`src/irq_vec_pkg.sv`:
```
// Shared constants for the interrupt arbitration and vectoring block
package irq_vec_pkg;

  // Source count and order numbers
  localparam int unsigned NUM_SRC        = 22;
  localparam int unsigned ORD_W          = 5;
  localparam int unsigned SRC_EXT_A      = 0;
  localparam int unsigned SRC_TMR_A      = 1;
  localparam int unsigned SRC_EXT_B      = 2;
  localparam int unsigned SRC_TMR_B      = 3;
  localparam int unsigned SRC_RTC_ALARM  = 8;
  localparam int unsigned SRC_CONV_DONE  = 10;
  localparam int unsigned SRC_SUPPLY     = 15;
  localparam int unsigned SRC_PORT_MATCH = 16;
  localparam int unsigned SRC_RTC_OSC    = 17;

  // Source class masks, one bit per order number
  localparam logic [21:0] RESERVED_MASK  = 22'h042000;
  localparam logic [21:0] HW_CLEAR_MASK  = 22'h00000F;
  localparam logic [21:0] SW_WRITE_MASK  = 22'h385EFF;
  localparam logic [21:0] EVENT_MASK     = 22'h3A5FFA;
  localparam logic [21:0] LEVEL_MASK     = 22'h018000;
  localparam logic [21:0] PEND_RESET     = 22'h000000;

  // Vector arithmetic
  localparam logic [15:0] RESET_VECTOR   = 16'h0000;
  localparam logic [15:0] VECTOR_BASE    = 16'h0003;
  localparam logic [15:0] VECTOR_STEP    = 16'h0008;

  // Response timing in system clocks
  localparam int unsigned DETECT_CYCLES  = 1;
  localparam int unsigned SINGLE_CYCLES  = 1;
  localparam int unsigned LCALL_CYCLES   = 5;
  localparam int unsigned RETI_CYCLES    = 5;
  localparam int unsigned DIV_CYCLES     = 8;
  localparam int unsigned BEST_CASE_CYCLES  = DETECT_CYCLES + SINGLE_CYCLES + LCALL_CYCLES;
  localparam int unsigned WORST_CASE_CYCLES = DETECT_CYCLES + RETI_CYCLES + DIV_CYCLES + LCALL_CYCLES;
  localparam logic [2:0]  LCALL_COUNT    = 3'(LCALL_CYCLES);

  // Register byte offsets
  localparam logic [5:0]  OFF_CORE_EN    = 6'h00;
  localparam logic [5:0]  OFF_EXT_EN     = 6'h04;
  localparam logic [5:0]  OFF_CORE_PRI   = 6'h08;
  localparam logic [5:0]  OFF_EXT_PRI    = 6'h0C;
  localparam logic [5:0]  OFF_PENDING    = 6'h10;
  localparam logic [5:0]  OFF_STATUS     = 6'h14;
  localparam logic [5:0]  OFF_MASK       = 6'h18;
  localparam logic [5:0]  OFF_ACTIVE     = 6'h1C;
  localparam logic [5:0]  OFF_RTC_INDEX  = 6'h20;
  localparam logic [5:0]  OFF_RTC_DATA   = 6'h24;

  // Register fields and reset values
  localparam int unsigned GLOBAL_EN_BIT  = 7;
  localparam int unsigned CORE_SRC_W     = 7;
  localparam int unsigned EXT_SRC_W      = 15;
  localparam logic [7:0]  CORE_EN_RESET  = 8'h00;
  localparam logic [6:0]  CORE_PRI_RESET = 7'h00;
  localparam logic [14:0] EXT_RESET      = 15'h0000;
  localparam logic [7:0]  PRI_UNUSED_ONE = 8'h80;
  localparam int unsigned ACT_LOW_BIT    = 16;
  localparam int unsigned ACT_HIGH_BIT   = 17;
  localparam logic [7:0]  RTC_FLAG_INDEX = 8'h00;
  localparam int unsigned RTC_ALARM_BIT  = 0;
  localparam int unsigned RTC_OSC_BIT    = 1;

  // Event status bits
  localparam int unsigned STATUS_W       = 3;
  localparam int unsigned ST_CALL        = 0;
  localparam int unsigned ST_PREEMPT     = 1;
  localparam int unsigned ST_RETURN      = 2;
  localparam logic [2:0]  STATUS_RESET   = 3'h0;

endpackage

```
`src/interrupt_vectoring_latency.sv`:
```
// Interrupt arbiter and vector generator with Avalon-MM register slave
//
// Implementation choices: the Avalon-MM slave port and the address map.
`timescale 1ns/1ps
module interrupt_vectoring_latency
  import irq_vec_pkg::*;
#(
  parameter int unsigned SOURCES = NUM_SRC
) (
  input  wire logic        ref_clk,
  input  wire logic        nrst,
  input  wire logic [5:0]  avs_address,
  input  wire logic        avs_read,
  input  wire logic        avs_write,
  input  wire logic [31:0] avs_writedata,
  input  wire logic [3:0]  avs_byteenable,
  output logic      [31:0] avs_readdata,
  output logic             avs_waitrequest,
  input  wire logic        extPinIrqA_n,
  input  wire logic        extPinIrqB_n,
  input  wire logic [21:0] periphEvent,
  input  wire logic        supplyWarning,
  input  wire logic        portMatch,
  input  wire logic        instrEnd,
  input  wire logic        retiEnd,
  output logic             callReq,
  output logic      [15:0] callVector,
  output logic             callHigh,
  output logic             serviceHigh,
  output logic             serviceLow,
  output logic             irq
);

  initial
  begin
    if (SOURCES != NUM_SRC)
    begin
      $error("source count is fixed by the vector table");
    end
  end

  // Lowest set order number, with a found flag on top
  function automatic logic [5:0] pickLowest(input logic [21:0] v);
    logic [5:0] r;
    r = 6'h00;
    for (int i = NUM_SRC - 1; i >= 0; i--)
    begin
      if (v[i])
      begin
        r = {1'b1, 5'(i)};
      end
    end
    return r;
  endfunction

  // Vector address for an order number
  function automatic logic [15:0] vectorOf(input logic [4:0] ord);
    return VECTOR_BASE + 16'({11'h000, ord} * VECTOR_STEP);
  endfunction

  // One-hot of an order number
  function automatic logic [21:0] oneHot(input logic [4:0] ord);
    return 22'h000001 << ord;
  endfunction

  // Reset release through two flip-flops
  logic [1:0] rstSyncReg;
  wire  logic rstN = rstSyncReg[1];

  always_ff @(posedge ref_clk or negedge nrst)
  begin
    if (!nrst)
      rstSyncReg <= 2'b00;
    else
      rstSyncReg <= {rstSyncReg[0], 1'b1};
  end

  // External pin edges
  logic extAFall;
  logic extBFall;

  ext_pin_edge #(.STAGES(2)) uPinA (
    .clk       (ref_clk),
    .rstN      (rstN),
    .pin_n     (extPinIrqA_n),
    .fallPulse (extAFall)
  );

  ext_pin_edge #(.STAGES(2)) uPinB (
    .clk       (ref_clk),
    .rstN      (rstN),
    .pin_n     (extPinIrqB_n),
    .fallPulse (extBFall)
  );

  // State registers
  logic [7:0]          coreEnReg;
  logic [14:0]         extEnReg;
  logic [6:0]          corePriReg;
  logic [14:0]         extPriReg;
  logic [21:0]         pendReg;
  logic [21:0]         reqReg;
  logic [STATUS_W-1:0] statusReg;
  logic [STATUS_W-1:0] maskReg;
  logic [7:0]          rtcIndexReg;
  logic                servHighReg;
  logic                servLowReg;
  logic                bootReg;
  logic [2:0]          callCntReg;
  logic                waitReg;

  // Bus decode
  wire logic        busReq     = avs_read | avs_write;
  wire logic        wrAccept   = avs_write & ~waitReg;
  wire logic [31:0] beMask     = {{8{avs_byteenable[3]}}, {8{avs_byteenable[2]}},
                                  {8{avs_byteenable[1]}}, {8{avs_byteenable[0]}}};
  wire logic        selCoreEn  = avs_address == OFF_CORE_EN;
  wire logic        selExtEn   = avs_address == OFF_EXT_EN;
  wire logic        selCorePri = avs_address == OFF_CORE_PRI;
  wire logic        selExtPri  = avs_address == OFF_EXT_PRI;
  wire logic        selPend    = avs_address == OFF_PENDING;
  wire logic        selStatus  = avs_address == OFF_STATUS;
  wire logic        selMask    = avs_address == OFF_MASK;
  wire logic        selActive  = avs_address == OFF_ACTIVE;
  wire logic        selRtcIdx  = avs_address == OFF_RTC_INDEX;
  wire logic        selRtcData = avs_address == OFF_RTC_DATA;
  wire logic        rtcAtFlags = rtcIndexReg == RTC_FLAG_INDEX;

  // Pending view: latched flags plus level-driven sources
  wire logic [21:0] levelBits  = oneHot(5'(SRC_SUPPLY)) & {22{supplyWarning}};
  wire logic [21:0] matchBits  = oneHot(5'(SRC_PORT_MATCH)) & {22{portMatch}};
  wire logic [21:0] pendView   = (pendReg & ~LEVEL_MASK) | levelBits | matchBits;
  wire logic [31:0] rtcRead    = rtcAtFlags ? {30'h0, pendReg[SRC_RTC_OSC], pendReg[SRC_RTC_ALARM]} : 32'h0;
  wire logic [21:0] pendDirect = pendView & ~(oneHot(5'(SRC_RTC_ALARM)) | oneHot(5'(SRC_RTC_OSC)));

  // Read multiplexer, unmapped reads as zero
  wire logic [31:0] readMux =
      selCoreEn  ? {24'h0, coreEnReg} :
      selExtEn   ? {17'h0, extEnReg} :
      selCorePri ? {24'h0, PRI_UNUSED_ONE | {1'b0, corePriReg}} :
      selExtPri  ? {17'h0, extPriReg} :
      selPend    ? {10'h0, pendDirect} :
      selStatus  ? {29'h0, statusReg} :
      selMask    ? {29'h0, maskReg} :
      selActive  ? {14'h0, servHighReg, servLowReg, callVector} :
      selRtcIdx  ? {24'h0, rtcIndexReg} :
      selRtcData ? rtcRead : 32'h0;

  // Byte-lane merge for plain writes
  wire logic [31:0] merged     = (readMux & ~beMask) | (avs_writedata & beMask);
  wire logic [31:0] w1cData    = avs_writedata & beMask;

  // enable and priority vectors by order position
  wire logic [21:0] enVec      = {extEnReg, coreEnReg[CORE_SRC_W-1:0]};
  wire logic [21:0] priVec     = {extPriReg, corePriReg};
  wire logic        globalEn   = coreEnReg[GLOBAL_EN_BIT];

  wire logic [21:0] reqNow     = pendView & enVec & {22{globalEn}} & ~RESERVED_MASK;

  // Arbitration on the detected requests
  wire logic [21:0] hiReq      = reqReg & priVec;
  wire logic [21:0] loReq      = reqReg & ~priVec;
  // lowest order wins within a level
  wire logic [5:0]  hiPick     = pickLowest(hiReq);
  wire logic [5:0]  loPick     = pickLowest(loReq);
  // high may preempt low, never the reverse
  wire logic        canHigh    = hiPick[5] & ~servHighReg;
  wire logic        canLow     = loPick[5] & ~servHighReg & ~servLowReg;
  wire logic [4:0]  winIdx     = canHigh ? hiPick[4:0] : loPick[4:0];

  // no vectoring at the return boundary itself
  wire logic        boundary   = instrEnd & ~retiEnd & (callCntReg == 3'h0);
  wire logic        doBoot     = bootReg & (callCntReg == 3'h0);
  // call issued at the instruction boundary
  wire logic        doVector   = boundary & (canHigh | canLow) & ~bootReg;
  wire logic        issue      = doBoot | doVector;
  wire logic [21:0] winHot     = oneHot(winIdx) & {22{doVector}};

  // Pending flag update terms
  wire logic [21:0] hwSet      = (periphEvent & EVENT_MASK)
                               | (oneHot(5'(SRC_EXT_A)) & {22{extAFall}})
                               | (oneHot(5'(SRC_EXT_B)) & {22{extBFall}});
  wire logic        pendWr     = wrAccept & selPend;
  // read-only flags excluded from software writes
  wire logic [21:0] swSet      = merged[21:0] & SW_WRITE_MASK & {22{pendWr}};
  wire logic [21:0] swClr      = ~merged[21:0] & SW_WRITE_MASK & {22{pendWr}};
  wire logic [21:0] hwClr      = winHot & HW_CLEAR_MASK;
  wire logic        rtcWr      = wrAccept & selRtcData & rtcAtFlags;
  wire logic [21:0] rtcClr     = (oneHot(5'(SRC_RTC_ALARM)) & {22{rtcWr & w1cData[RTC_ALARM_BIT]}})
                               | (oneHot(5'(SRC_RTC_OSC)) & {22{rtcWr & w1cData[RTC_OSC_BIT]}});
  // set regardless of enables, set beats clear
  wire logic [21:0] pendNext   = ((pendReg & ~(swClr | hwClr | rtcClr)) | swSet | hwSet)
                               & ~(RESERVED_MASK | LEVEL_MASK);

  // Event status update, set beats write-one clear
  wire logic [STATUS_W-1:0] stSet  = {retiEnd, doVector & canHigh & servLowReg, doVector};
  wire logic [STATUS_W-1:0] stClr  = w1cData[STATUS_W-1:0] & {STATUS_W{wrAccept & selStatus}};
  wire logic [STATUS_W-1:0] statusNext = (statusReg & ~stClr) | stSet;

  // Service level tracking
  wire logic        servHighNext = doVector & canHigh ? 1'b1 :
                                   retiEnd & servHighReg ? 1'b0 : servHighReg;
  wire logic        servLowNext  = doVector & ~canHigh ? 1'b1 :
                                   retiEnd & ~servHighReg ? 1'b0 : servLowReg;

  always_ff @(posedge ref_clk or negedge rstN)
  begin
    if (!rstN)
      reqReg <= 22'h000000;
    else
      reqReg <= reqNow;
  end

  // flags left set simply request again
  always_ff @(posedge ref_clk or negedge rstN)
  begin
    if (!rstN)
      pendReg <= PEND_RESET;
    else
      pendReg <= pendNext;
  end

  // Software-written configuration
  always_ff @(posedge ref_clk or negedge rstN)
  begin
    if (!rstN)
    begin
      coreEnReg   <= CORE_EN_RESET;
      extEnReg    <= EXT_RESET;
      corePriReg  <= CORE_PRI_RESET;
      extPriReg   <= EXT_RESET;
      maskReg     <= STATUS_RESET;
      rtcIndexReg <= 8'h00;
    end
    else if (wrAccept)
    begin
      if (selCoreEn)  coreEnReg   <= merged[7:0];
      if (selExtEn)   extEnReg    <= merged[14:0] & ~RESERVED_MASK[21:7];
      if (selCorePri) corePriReg  <= merged[6:0];
      if (selExtPri)  extPriReg   <= merged[14:0] & ~RESERVED_MASK[21:7];
      if (selMask)    maskReg     <= merged[STATUS_W-1:0];
      if (selRtcIdx)  rtcIndexReg <= merged[7:0];
    end
  end

  // Status and interrupt line
  always_ff @(posedge ref_clk or negedge rstN)
  begin
    if (!rstN)
    begin
      statusReg <= STATUS_RESET;
      irq       <= 1'b0;
    end
    else
    begin
      statusReg <= statusNext;
      irq       <= |(statusNext & maskReg);
    end
  end

  // service level flags, cleared by return
  always_ff @(posedge ref_clk or negedge rstN)
  begin
    if (!rstN)
    begin
      servHighReg <= 1'b0;
      servLowReg  <= 1'b0;
    end
    else
    begin
      servHighReg <= servHighNext;
      servLowReg  <= servLowNext;
    end
  end

  always_ff @(posedge ref_clk or negedge rstN)
  begin
    if (!rstN)
      callCntReg <= 3'h0;
    else if (issue)
      callCntReg <= LCALL_COUNT;
    else if (callCntReg != 3'h0)
      callCntReg <= callCntReg - 3'h1;
  end

  // reset vector issued once after release
  always_ff @(posedge ref_clk or negedge rstN)
  begin
    if (!rstN)
      bootReg <= 1'b1;
    else if (doBoot)
      bootReg <= 1'b0;
  end

  always_ff @(posedge ref_clk or negedge rstN)
  begin
    if (!rstN)
    begin
      callReq    <= 1'b0;
      callVector <= RESET_VECTOR;
      callHigh   <= 1'b0;
    end
    else
    begin
      callReq <= issue;
      if (issue)
      begin
        callVector <= doBoot ? RESET_VECTOR : vectorOf(winIdx);
        callHigh   <= doBoot | canHigh;
      end
    end
  end

  // Service level outputs mirror the flags
  always_ff @(posedge ref_clk or negedge rstN)
  begin
    if (!rstN)
    begin
      serviceHigh <= 1'b0;
      serviceLow  <= 1'b0;
    end
    else
    begin
      serviceHigh <= servHighNext;
      serviceLow  <= servLowNext;
    end
  end

  // Avalon slave: one wait state, data latched on the first cycle
  always_ff @(posedge ref_clk or negedge rstN)
  begin
    if (!rstN)
    begin
      waitReg      <= 1'b1;
      avs_readdata <= 32'h0;
    end
    else
    begin
      waitReg <= ~(busReq & waitReg);
      if (avs_read & waitReg)
        avs_readdata <= readMux;
    end
  end

  assign avs_waitrequest = waitReg;

endmodule // interrupt_vectoring_latency

```
`src/ext_pin_edge.sv`:
```
// Pin synchroniser with falling-edge pulse for the external interrupt pins
`timescale 1ns/1ps
module ext_pin_edge #(
  parameter int unsigned STAGES = 2
) (
  input  wire logic clk,
  input  wire logic rstN,
  input  wire logic pin_n,
  output logic      fallPulse
);

  initial
  begin
    if (STAGES < 2)
    begin
      $error("ext_pin_edge needs at least two synchroniser stages");
    end
  end

  logic [STAGES-1:0] syncReg;
  logic              prevReg;
  wire  logic        syncOut = syncReg[STAGES-1];

  // Synchroniser chain, idle level high
  always_ff @(posedge clk or negedge rstN)
  begin
    if (!rstN)
    begin
      syncReg   <= '1;
      prevReg   <= 1'b1;
      fallPulse <= 1'b0;
    end
    else
    begin
      syncReg   <= {syncReg[STAGES-2:0], pin_n};
      prevReg   <= syncOut;
      fallPulse <= prevReg & ~syncOut;
    end
  end

endmodule // ext_pin_edge

```
`config.mk`:
```
export PLATFORM = sky130hd
export DESIGN_NAME = interrupt_vectoring_latency
export DESIGN_NICKNAME = d
export VERILOG_FILES = /design/src/irq_vec_pkg.sv /design/src/interrupt_vectoring_latency.sv /design/src/ext_pin_edge.sv
export SDC_FILE = /design/constraint.sdc
export NUM_CORES = 1
export LEC_CHECK = 0
export BUFFER_PORTS_ARGS = -buffer_cell sky130_fd_sc_hd__buf_4
export CAP_MARGIN = 20
export CORE_ASPECT_RATIO = 1.2
export CORE_MARGIN = 2
export CORE_UTILIZATION = 56
export CTS_CLUSTER_DIAMETER = 100
export DETAILED_ROUTE_END_ITERATION = 7
export HOLD_SLACK_MARGIN = 0.06
export PLACE_DENSITY = 0.84
export SLEW_MARGIN = 10
export SYNTH_ARGS = -nofsm -noshare
export SYNTH_HDL_FRONTEND = slang
export SYNTH_SLANG_ARGS = --single-unit
export TNS_END_PERCENT = 1
```
`constraint.sdc`:
```
create_clock -name ref_clk -period 4.8 [get_ports ref_clk]
set_input_delay 0.48 -clock ref_clk [delete_from_list [all_inputs] [get_ports ref_clk]]
set_output_delay 0.48 -clock ref_clk [all_outputs]
set_load 0.01 [all_outputs]
```
==> results_dict.tcl, run 1 <==
set metrics [dict create \
    grt-ovfl-total 0 \
    netlist_instances 693 \
    synth_seq_area_share_pct 50.6 \
    async_flop_share_pct 100 \
    wirelength_um 18800 \
    highest_layer "met4" \
    synth-seq-cells 140 \
    reg2reg_setup_slack_ns 1.90 \
    mappedNetlistArea_mm2 0.00694 \
    comb_power_share_pct 10.0 \
    synth_area_per_cell_um2 10.0 \
    htree_levels 4 \
    ios 128 \
    r2r_end "pendReg[0]" \
    core_mm2 0.0121 \
    cp-end-kind "register" \
    io_buffers 86 \
    finClkSkew_ns 0.00850 \
    final_nets 849 \
    met3WireLength_um 1540 \
    crit_chain "buf_4, or4_4, nor2_1, nand2_1, o21ai_0" \
    p_clk_share_pct 46.4 \
    hold_depth 1 \
    holdCritPathClass "in2reg" \
    rsz0062_at_grt "no" \
    n_fill_cell 902 \
    diodes 0 \
    vias 5924 \
    yosys_warnings 0 \
    met2_length_um 9270 \
    initial_core_util_pct 57.3 \
    crit_family "simple AND/OR/NAND/NOR gates" \
    worstPathArrival_ns 3.22 \
    grt_max_degree 88 \
    drive_gt1_share_pct 22.6 \
    first_iter_violations 625 \
    design_power_total_mw 2.99 \
    track_usage_pct 29.1 \
    grt_antenna_before_repair 0 \
    rows 44 \
    clock_latency_ns 0.41 \
    intPower_mw 2.27 \
    area_delta_synth_final_pct 19.2 \
    worstHoldStart "extPinIrqA_n" \
    fmax_mhz 340 \
    setup_viol 0 \
    synth_top_area_share_pct 47.6 \
    antenna_left 0 \
    synth_edf_count 0 \
    drc_errors 0 \
    first_global_vias 5763 \
    synthTopCellsByArea "dfrtp_1 (48%), mux2_2 (6.0%), nand2_1 (5.6%)" \
    rr_worst_depth 9 \
    die_width_um 106 \
    wl_per_cell_um 19.9 \
    reg2reg_from "callCntReg[0]" \
    critPathRequiredTime_ns 5.08 \
    dieArea_mm2 0.0133 \
    slew_viol_final 0 \
    status "completed" \
    relSlewSlack_pct 32.1 \
    cts_root_buffer "clkbuf_16" \
    power_leakage_nw 3.87 \
    place.detailed.hpwl_um 13600 \
    worstSetupStartpointType "input port" \
    crit_fanout 22 \
    die_h_um 126 \
    finalCriticalPeriod_ns 2.94 \
    synthFlopType "dfrtp_1" \
    power_density_mw_per_mm2 361 \
    dp_cells 913 \
    path_clk_slew_ns 0.06 \
    worst_slew_pin_slew_ns 1.02 \
    synthDistinctLibCells 68 \
    fin_cells 947 \
    cts.sinks 140 \
    first_pass_iters 5 \
    crit_type "in2reg" \
    critPathBufInv 1 \
    cts_tree "yes" \
    cts_buffers 17 \
    switching_share_pct 24.0 \
    viasPerCell 6.26 \
    yosysTopAreaCell "dfrtp_1" \
    pwr-share-seq_pct 43.6 \
    wl_met1_um 7620 \
    holdPathEnd "uPinA.syncReg[0]" \
    crit_slowest_cell "nor2_1" \
    hold_violations 0 \
    grt_pass1_wl_um 30100 \
    tns_ns 0 \
    vdd_drop_max_mv 0.270 \
    critPathMaxStageDelay_ns 0.74 \
    cts_buffer_depth 2 \
    globalplace.congestion 0.977 \
    p_switching_mw 0.718 \
    fin_crit_sh_pct 61.3 \
    maxCapViolations 0 \
]
cell type report:
class	instances	area, µm²	share of cell area (%)
Clock buffer	21	460	5.57
Clock inverter	11	168	2.03
Inverter	14	52.6	0.635
Multi-Input combinational cell	509	3170	38.3
Sequential cell	140	3520	42.5
Timing Repair Buffer	91	706	8.53
Tap cell	161	201	2.43
metrics by stage:
stage          hold WS, ns  util, %  worst slack, ns  area (µm²)
2_1_floorplan        0.184        -            0.625        7010
3_3_place_gp         0.263     62.8             1.59        7610
3_5_place_dp         0.263     62.8             1.67        7610
4_1_cts              0.165     68.1             1.92        8250
5_1_grt              0.164     68.3             1.70        8270
6_report             0.171     68.3             1.86        8270
how the worst max path moves through the flow:
stage               depth (start not counted)  slack, ns         endpoint      startpoint
finish                                      5       1.86     extPriReg[5]  avs_address[1]
global route                                9       1.70       pendReg[0]   callCntReg[0]
CTS                                         9       1.92       pendReg[0]   callCntReg[0]
detailed placement                          5       1.67     extPriReg[0]  avs_address[1]
global placement                            5       1.59     extPriReg[3]  avs_address[1]
floorplan                                   0       0.62  avs_readdata[0]   rstSyncReg[1]
placed cells by master, fill, tap and decap left out, types with 5 or more instances in the layout:
cell and n:
inv_1 14, nor2_1 35, nand2b_1 22, a221oi_1 6
and3_1 27, mux2_2 37, nand2_1 104, o211ai_1 8
dfrtp_1 131, a211o_1 15, nor3_1 5, a21oi_1 36
a22o_1 8, nor2b_1 14, conb_1 21, dfstp_2 8
a222oi_1 7, clkbuf_16 17, o21ai_0 54, and2_1 9
a22oi_1 10, buf_4 89, nand3_1 12, nand4_1 5
mux2i_1 10
sequential cells by signal, indices dropped and copies added (netlist names), 2 cells and up:
signal / flops
uPinA.syncReg: 2
rstSyncReg: 2
rtcIndexReg: 8
callVector: 6
avs_readdata: 21
maskReg: 3
extPriReg: 13
reqReg: 20
pendReg: 18
corePriReg: 7
extEnReg: 13
uPinB.syncReg: 2
coreEnReg: 8
statusReg: 3
callCntReg: 3
per-layer routing:
layer,GRT usage [%],up-vias
met5,0,-
met4,11.8,0
met3,5.02,43
met2,46.8,324
met1,39.4,2924
li1,-,2633
cell usage after synthesis, drive strengths merged, types with 2 or more instances:
cell type,instances
a211o,15
a211oi,5
a21boi,2
a21o,4
a21oi,38
a221oi,6
a222oi,7
a22o,9
a22oi,10
a311oi,2
a31oi,3
a32oi,3
and2,10
and3,27
and4,2
buf,32
clkbuf,17
conb,2
dfrtp,132
dfstp,8
ha,2
inv,14
mux2,37
mux2i,10
nand2,104
nand2b,22
nand3,12
nand4,5
nor2,35
nor2b,14
nor3,6
nor4,3
nor4b,2
o211ai,8
o21a,2
o21ai,57
o22a,3
o311ai,2
o31ai,2
or3,3
cells by family (layout without fill, tap and decap cells):
group                      Yosys count  after routing  synth area share, %
xor gates and xnor gates             1              1                0.126
DFF                                140            140                 50.6
muxes                               47             47                 7.44
other                                2             21                0.108
AOI/OAI and AO/OA                  188            188                 18.6
buffers and inverters               63            137                 4.78
and+or+nand+nor                    250            250                 18.0
adders and majority gates            2              2                0.360
power by group through the flow:
stage | sequential, mW | clock, mW | combinational [mW]
global placement | 1.32 | 0 | 0.281
global route | 1.31 | 1.44 | 0.331
CTS | 1.30 | 1.39 | 0.296
floorplan | 1.32 | 0 | 0.178
detailed placement | 1.32 | 0 | 0.292
finish | 1.30 | 1.39 | 0.298
timing repair:
action                    4_1_cts  5_1_grt
gates resized for setup         0        0
hold buffers                    1        0
setup buffers                   0        0
hold endpoints to repair        2        0
No activity file was read; power rests on OpenSTA's default activity.
==> run 2: changes to the inputs <==
==> constraint.sdc (replaced) <==
create_clock -name ref_clk -period 2.8 [get_ports ref_clk]
set_input_delay 0.28 -clock ref_clk [delete_from_list [all_inputs] [get_ports ref_clk]]
set_output_delay 0.28 -clock ref_clk [all_outputs]
set_load 0.01 [all_outputs]
==> run 2 against run 1 <==
  * Global-route usage is 1.4 points higher
  * Count of clock-buffer cells in the layout is 1 lower
  * Non-clock buffer count is 30 higher
  * Register-to-register slack worse by 1.7 ns
  * First-iteration DRC count is 2.7% higher
  * Final cell count is 3.1% higher
  * Hold slack worse by 0.10 ns
==> results_dict.tcl, run 2 (synthesis gave the netlist of run 1 again) <==
set metrics [dict create \
    tns_ns 0 \
    busiest_layer "met2" \
    power_leakage_nw 4.03 \
    relSlewSlack_pct 34.4 \
    grt_pass1_wl_um 31500 \
    setup_viol 0 \
    cts_root_buffer "clkbuf_16" \
    cts_buffers 17 \
    cp-end-kind "register" \
    die_h_um 126 \
    critPathRequiredTime_ns 3.13 \
    wirelength_um 19400 \
    place_ws_ns 0.191 \
    place.detailed.hpwl_um 14300 \
    track_usage_pct 30.4 \
    power_density_mw_per_mm2 610 \
    largest_registers "avs_readdata x21, reqReg x20, pendReg x18" \
    fin_crit_sh_pct 94.5 \
    ios 128 \
    holdCritPathClass "in2reg" \
    grt_antenna_before_repair 0 \
    use_met1_pct 41.1 \
    antenna_left 0 \
    io_buffers 86 \
    worst_slew_pin_slew_ns 0.985 \
    vdd_drop_max_mv 0.380 \
    rows 44 \
    fin_ws_ns 0.154 \
    drive_gt1_share_pct 24.2 \
    pwr-share-seq_pct 43.1 \
    crit_type "reg2reg" \
    first_iter_violations 642 \
    first_global_vias 6005 \
    utilization_pct 70.7 \
    diodes 0 \
    cts_buffer_depth 2 \
    slew_viol_final 0 \
    grt_use_met3_pct 5.59 \
    final_nets 879 \
    cts_tree "yes" \
    wl_per_cell_um 19.8 \
    worstSetupStartpointType "register" \
    cts.sinks 140 \
    hold_violations 0 \
    intPower_mw 3.98 \
    maxCapViolations 0 \
    globalRouteMet2Util_pct 49.4 \
    clock_latency_ns 0.41 \
    design_power_total_mw 5.22 \
    crit_fanout 9 \
    largest_reg_flops 21 \
    grt-ovfl-total 0 \
    initial_core_util_pct 57.3 \
    finalCriticalPeriod_ns 2.65 \
    status "completed" \
    worstPathArrival_ns 2.97 \
    finClkSkew_ns 0.00779 \
    die_width_um 106 \
    area_delta_synth_final_pct 23.3 \
    first_pass_iters 6 \
    largest_register "avs_readdata" \
    core_mm2 0.0121 \
    globalplace.congestion 0.992 \
    mostFrequentLayoutCells "dfrtp_1 (131), buf_4 (106), nand2_1 (104), o21ai_0 (54), mux2_2 (37)" \
    vias 6025 \
    htree_levels 4 \
    n_fill_cell 871 \
    grt_max_degree 74 \
    path_clk_slew_ns 0.06 \
    fmax_mhz 378 \
    viasPerCell 6.17 \
    rsz0062_at_grt "no" \
    comb_power_share_pct 10.3 \
    switching_share_pct 23.7 \
    drc_errors 0 \
    holdWs_ns 0.0696 \
    dieArea_mm2 0.0133 \
    p_switching_mw 1.24 \
    p_clk_share_pct 46.6 \
    final_common_cell "dfrtp_1" \
]
## run 2: final timing paths
check | slack (ns) | cells after the start | startpoint | endpoint
max | 0.15 | 8 | extPriReg[1] | pendReg[3]
min | 0.07 | 2 | periphEvent[10] | pendReg[10]
max reg2reg | 0.15 | 8 | extPriReg[1] | pendReg[3]
min reg2reg | 0.36 | 0 | uPinB.syncReg[0] | uPinB.syncReg[1]
max in group asynchronous | 1.58 | 1 | rstSyncReg[1] | reqReg[2]
min in group asynchronous | 0.18 | 2 | nrst | rstSyncReg[0]
## run 2: cell type report
type / instances / area (µm²) / area share [%]
Clock buffer: 20 / 447 / 5.22
Clock inverter: 11 / 193 / 2.25
Inverter: 14 / 52.6 / 0.614
Multi-Input combinational cell: 509 / 3170 / 37.1
Sequential cell: 140 / 3520 / 41.1
Tap cell: 161 / 201 / 2.35
Timing Repair Buffer: 121 / 976 / 11.4
## run 2: worst max-delay path: stages, from the launching register on
cell,delay [ns]
dfrtp_1,0.46
nand2b_1,0.18
and4_1,0.24
nor4bb_1,0.59
a211o_1,0.28
nand2b_1,0.22
and4b_1,0.27
nor2b_1,0.16
o21ai_1,0.15
## run 2: per-layer routing
| metal | vias to the layer above | routed length [µm] |
|---|---|---|
| li1 | 2679 | - |
| met5 | - | 0 |
| met1 | 2953 | 7680 |
| met3 | 43 | 1590 |
| met4 | 0 | 505 |
| met2 | 350 | 9580 |
## run 2: stage by stage
| step | instance area [µm²] | cells |
|---|---|---|
| 3_5_place_dp | 7790 | 933 |
| 5_1_grt | 8560 | 976 |
| 4_1_cts | 8550 | 976 |
| 6_report | 8560 | 976 |
| 2_1_floorplan | 7010 | 712 |
| 3_3_place_gp | 7790 | 933 |
## run 2: repair_timing
item,in CTS,in global routing
setup buffers,0,0
setup endpoints to repair,0,3
gates resized for setup,0,1
hold endpoints to repair,12,0
hold buffers,12,0
## run 2: power groups by stage
stage / Sequential, mW / Combinational (mW) / Clock [mW]
after floorplan: 2.26 / 0.305 / 0
after global placement: 2.27 / 0.493 / 0
after detailed placement: 2.28 / 0.518 / 0
after CTS: 2.25 / 0.538 / 2.44
after global routing: 2.26 / 0.587 / 2.55
final: 2.25 / 0.538 / 2.43
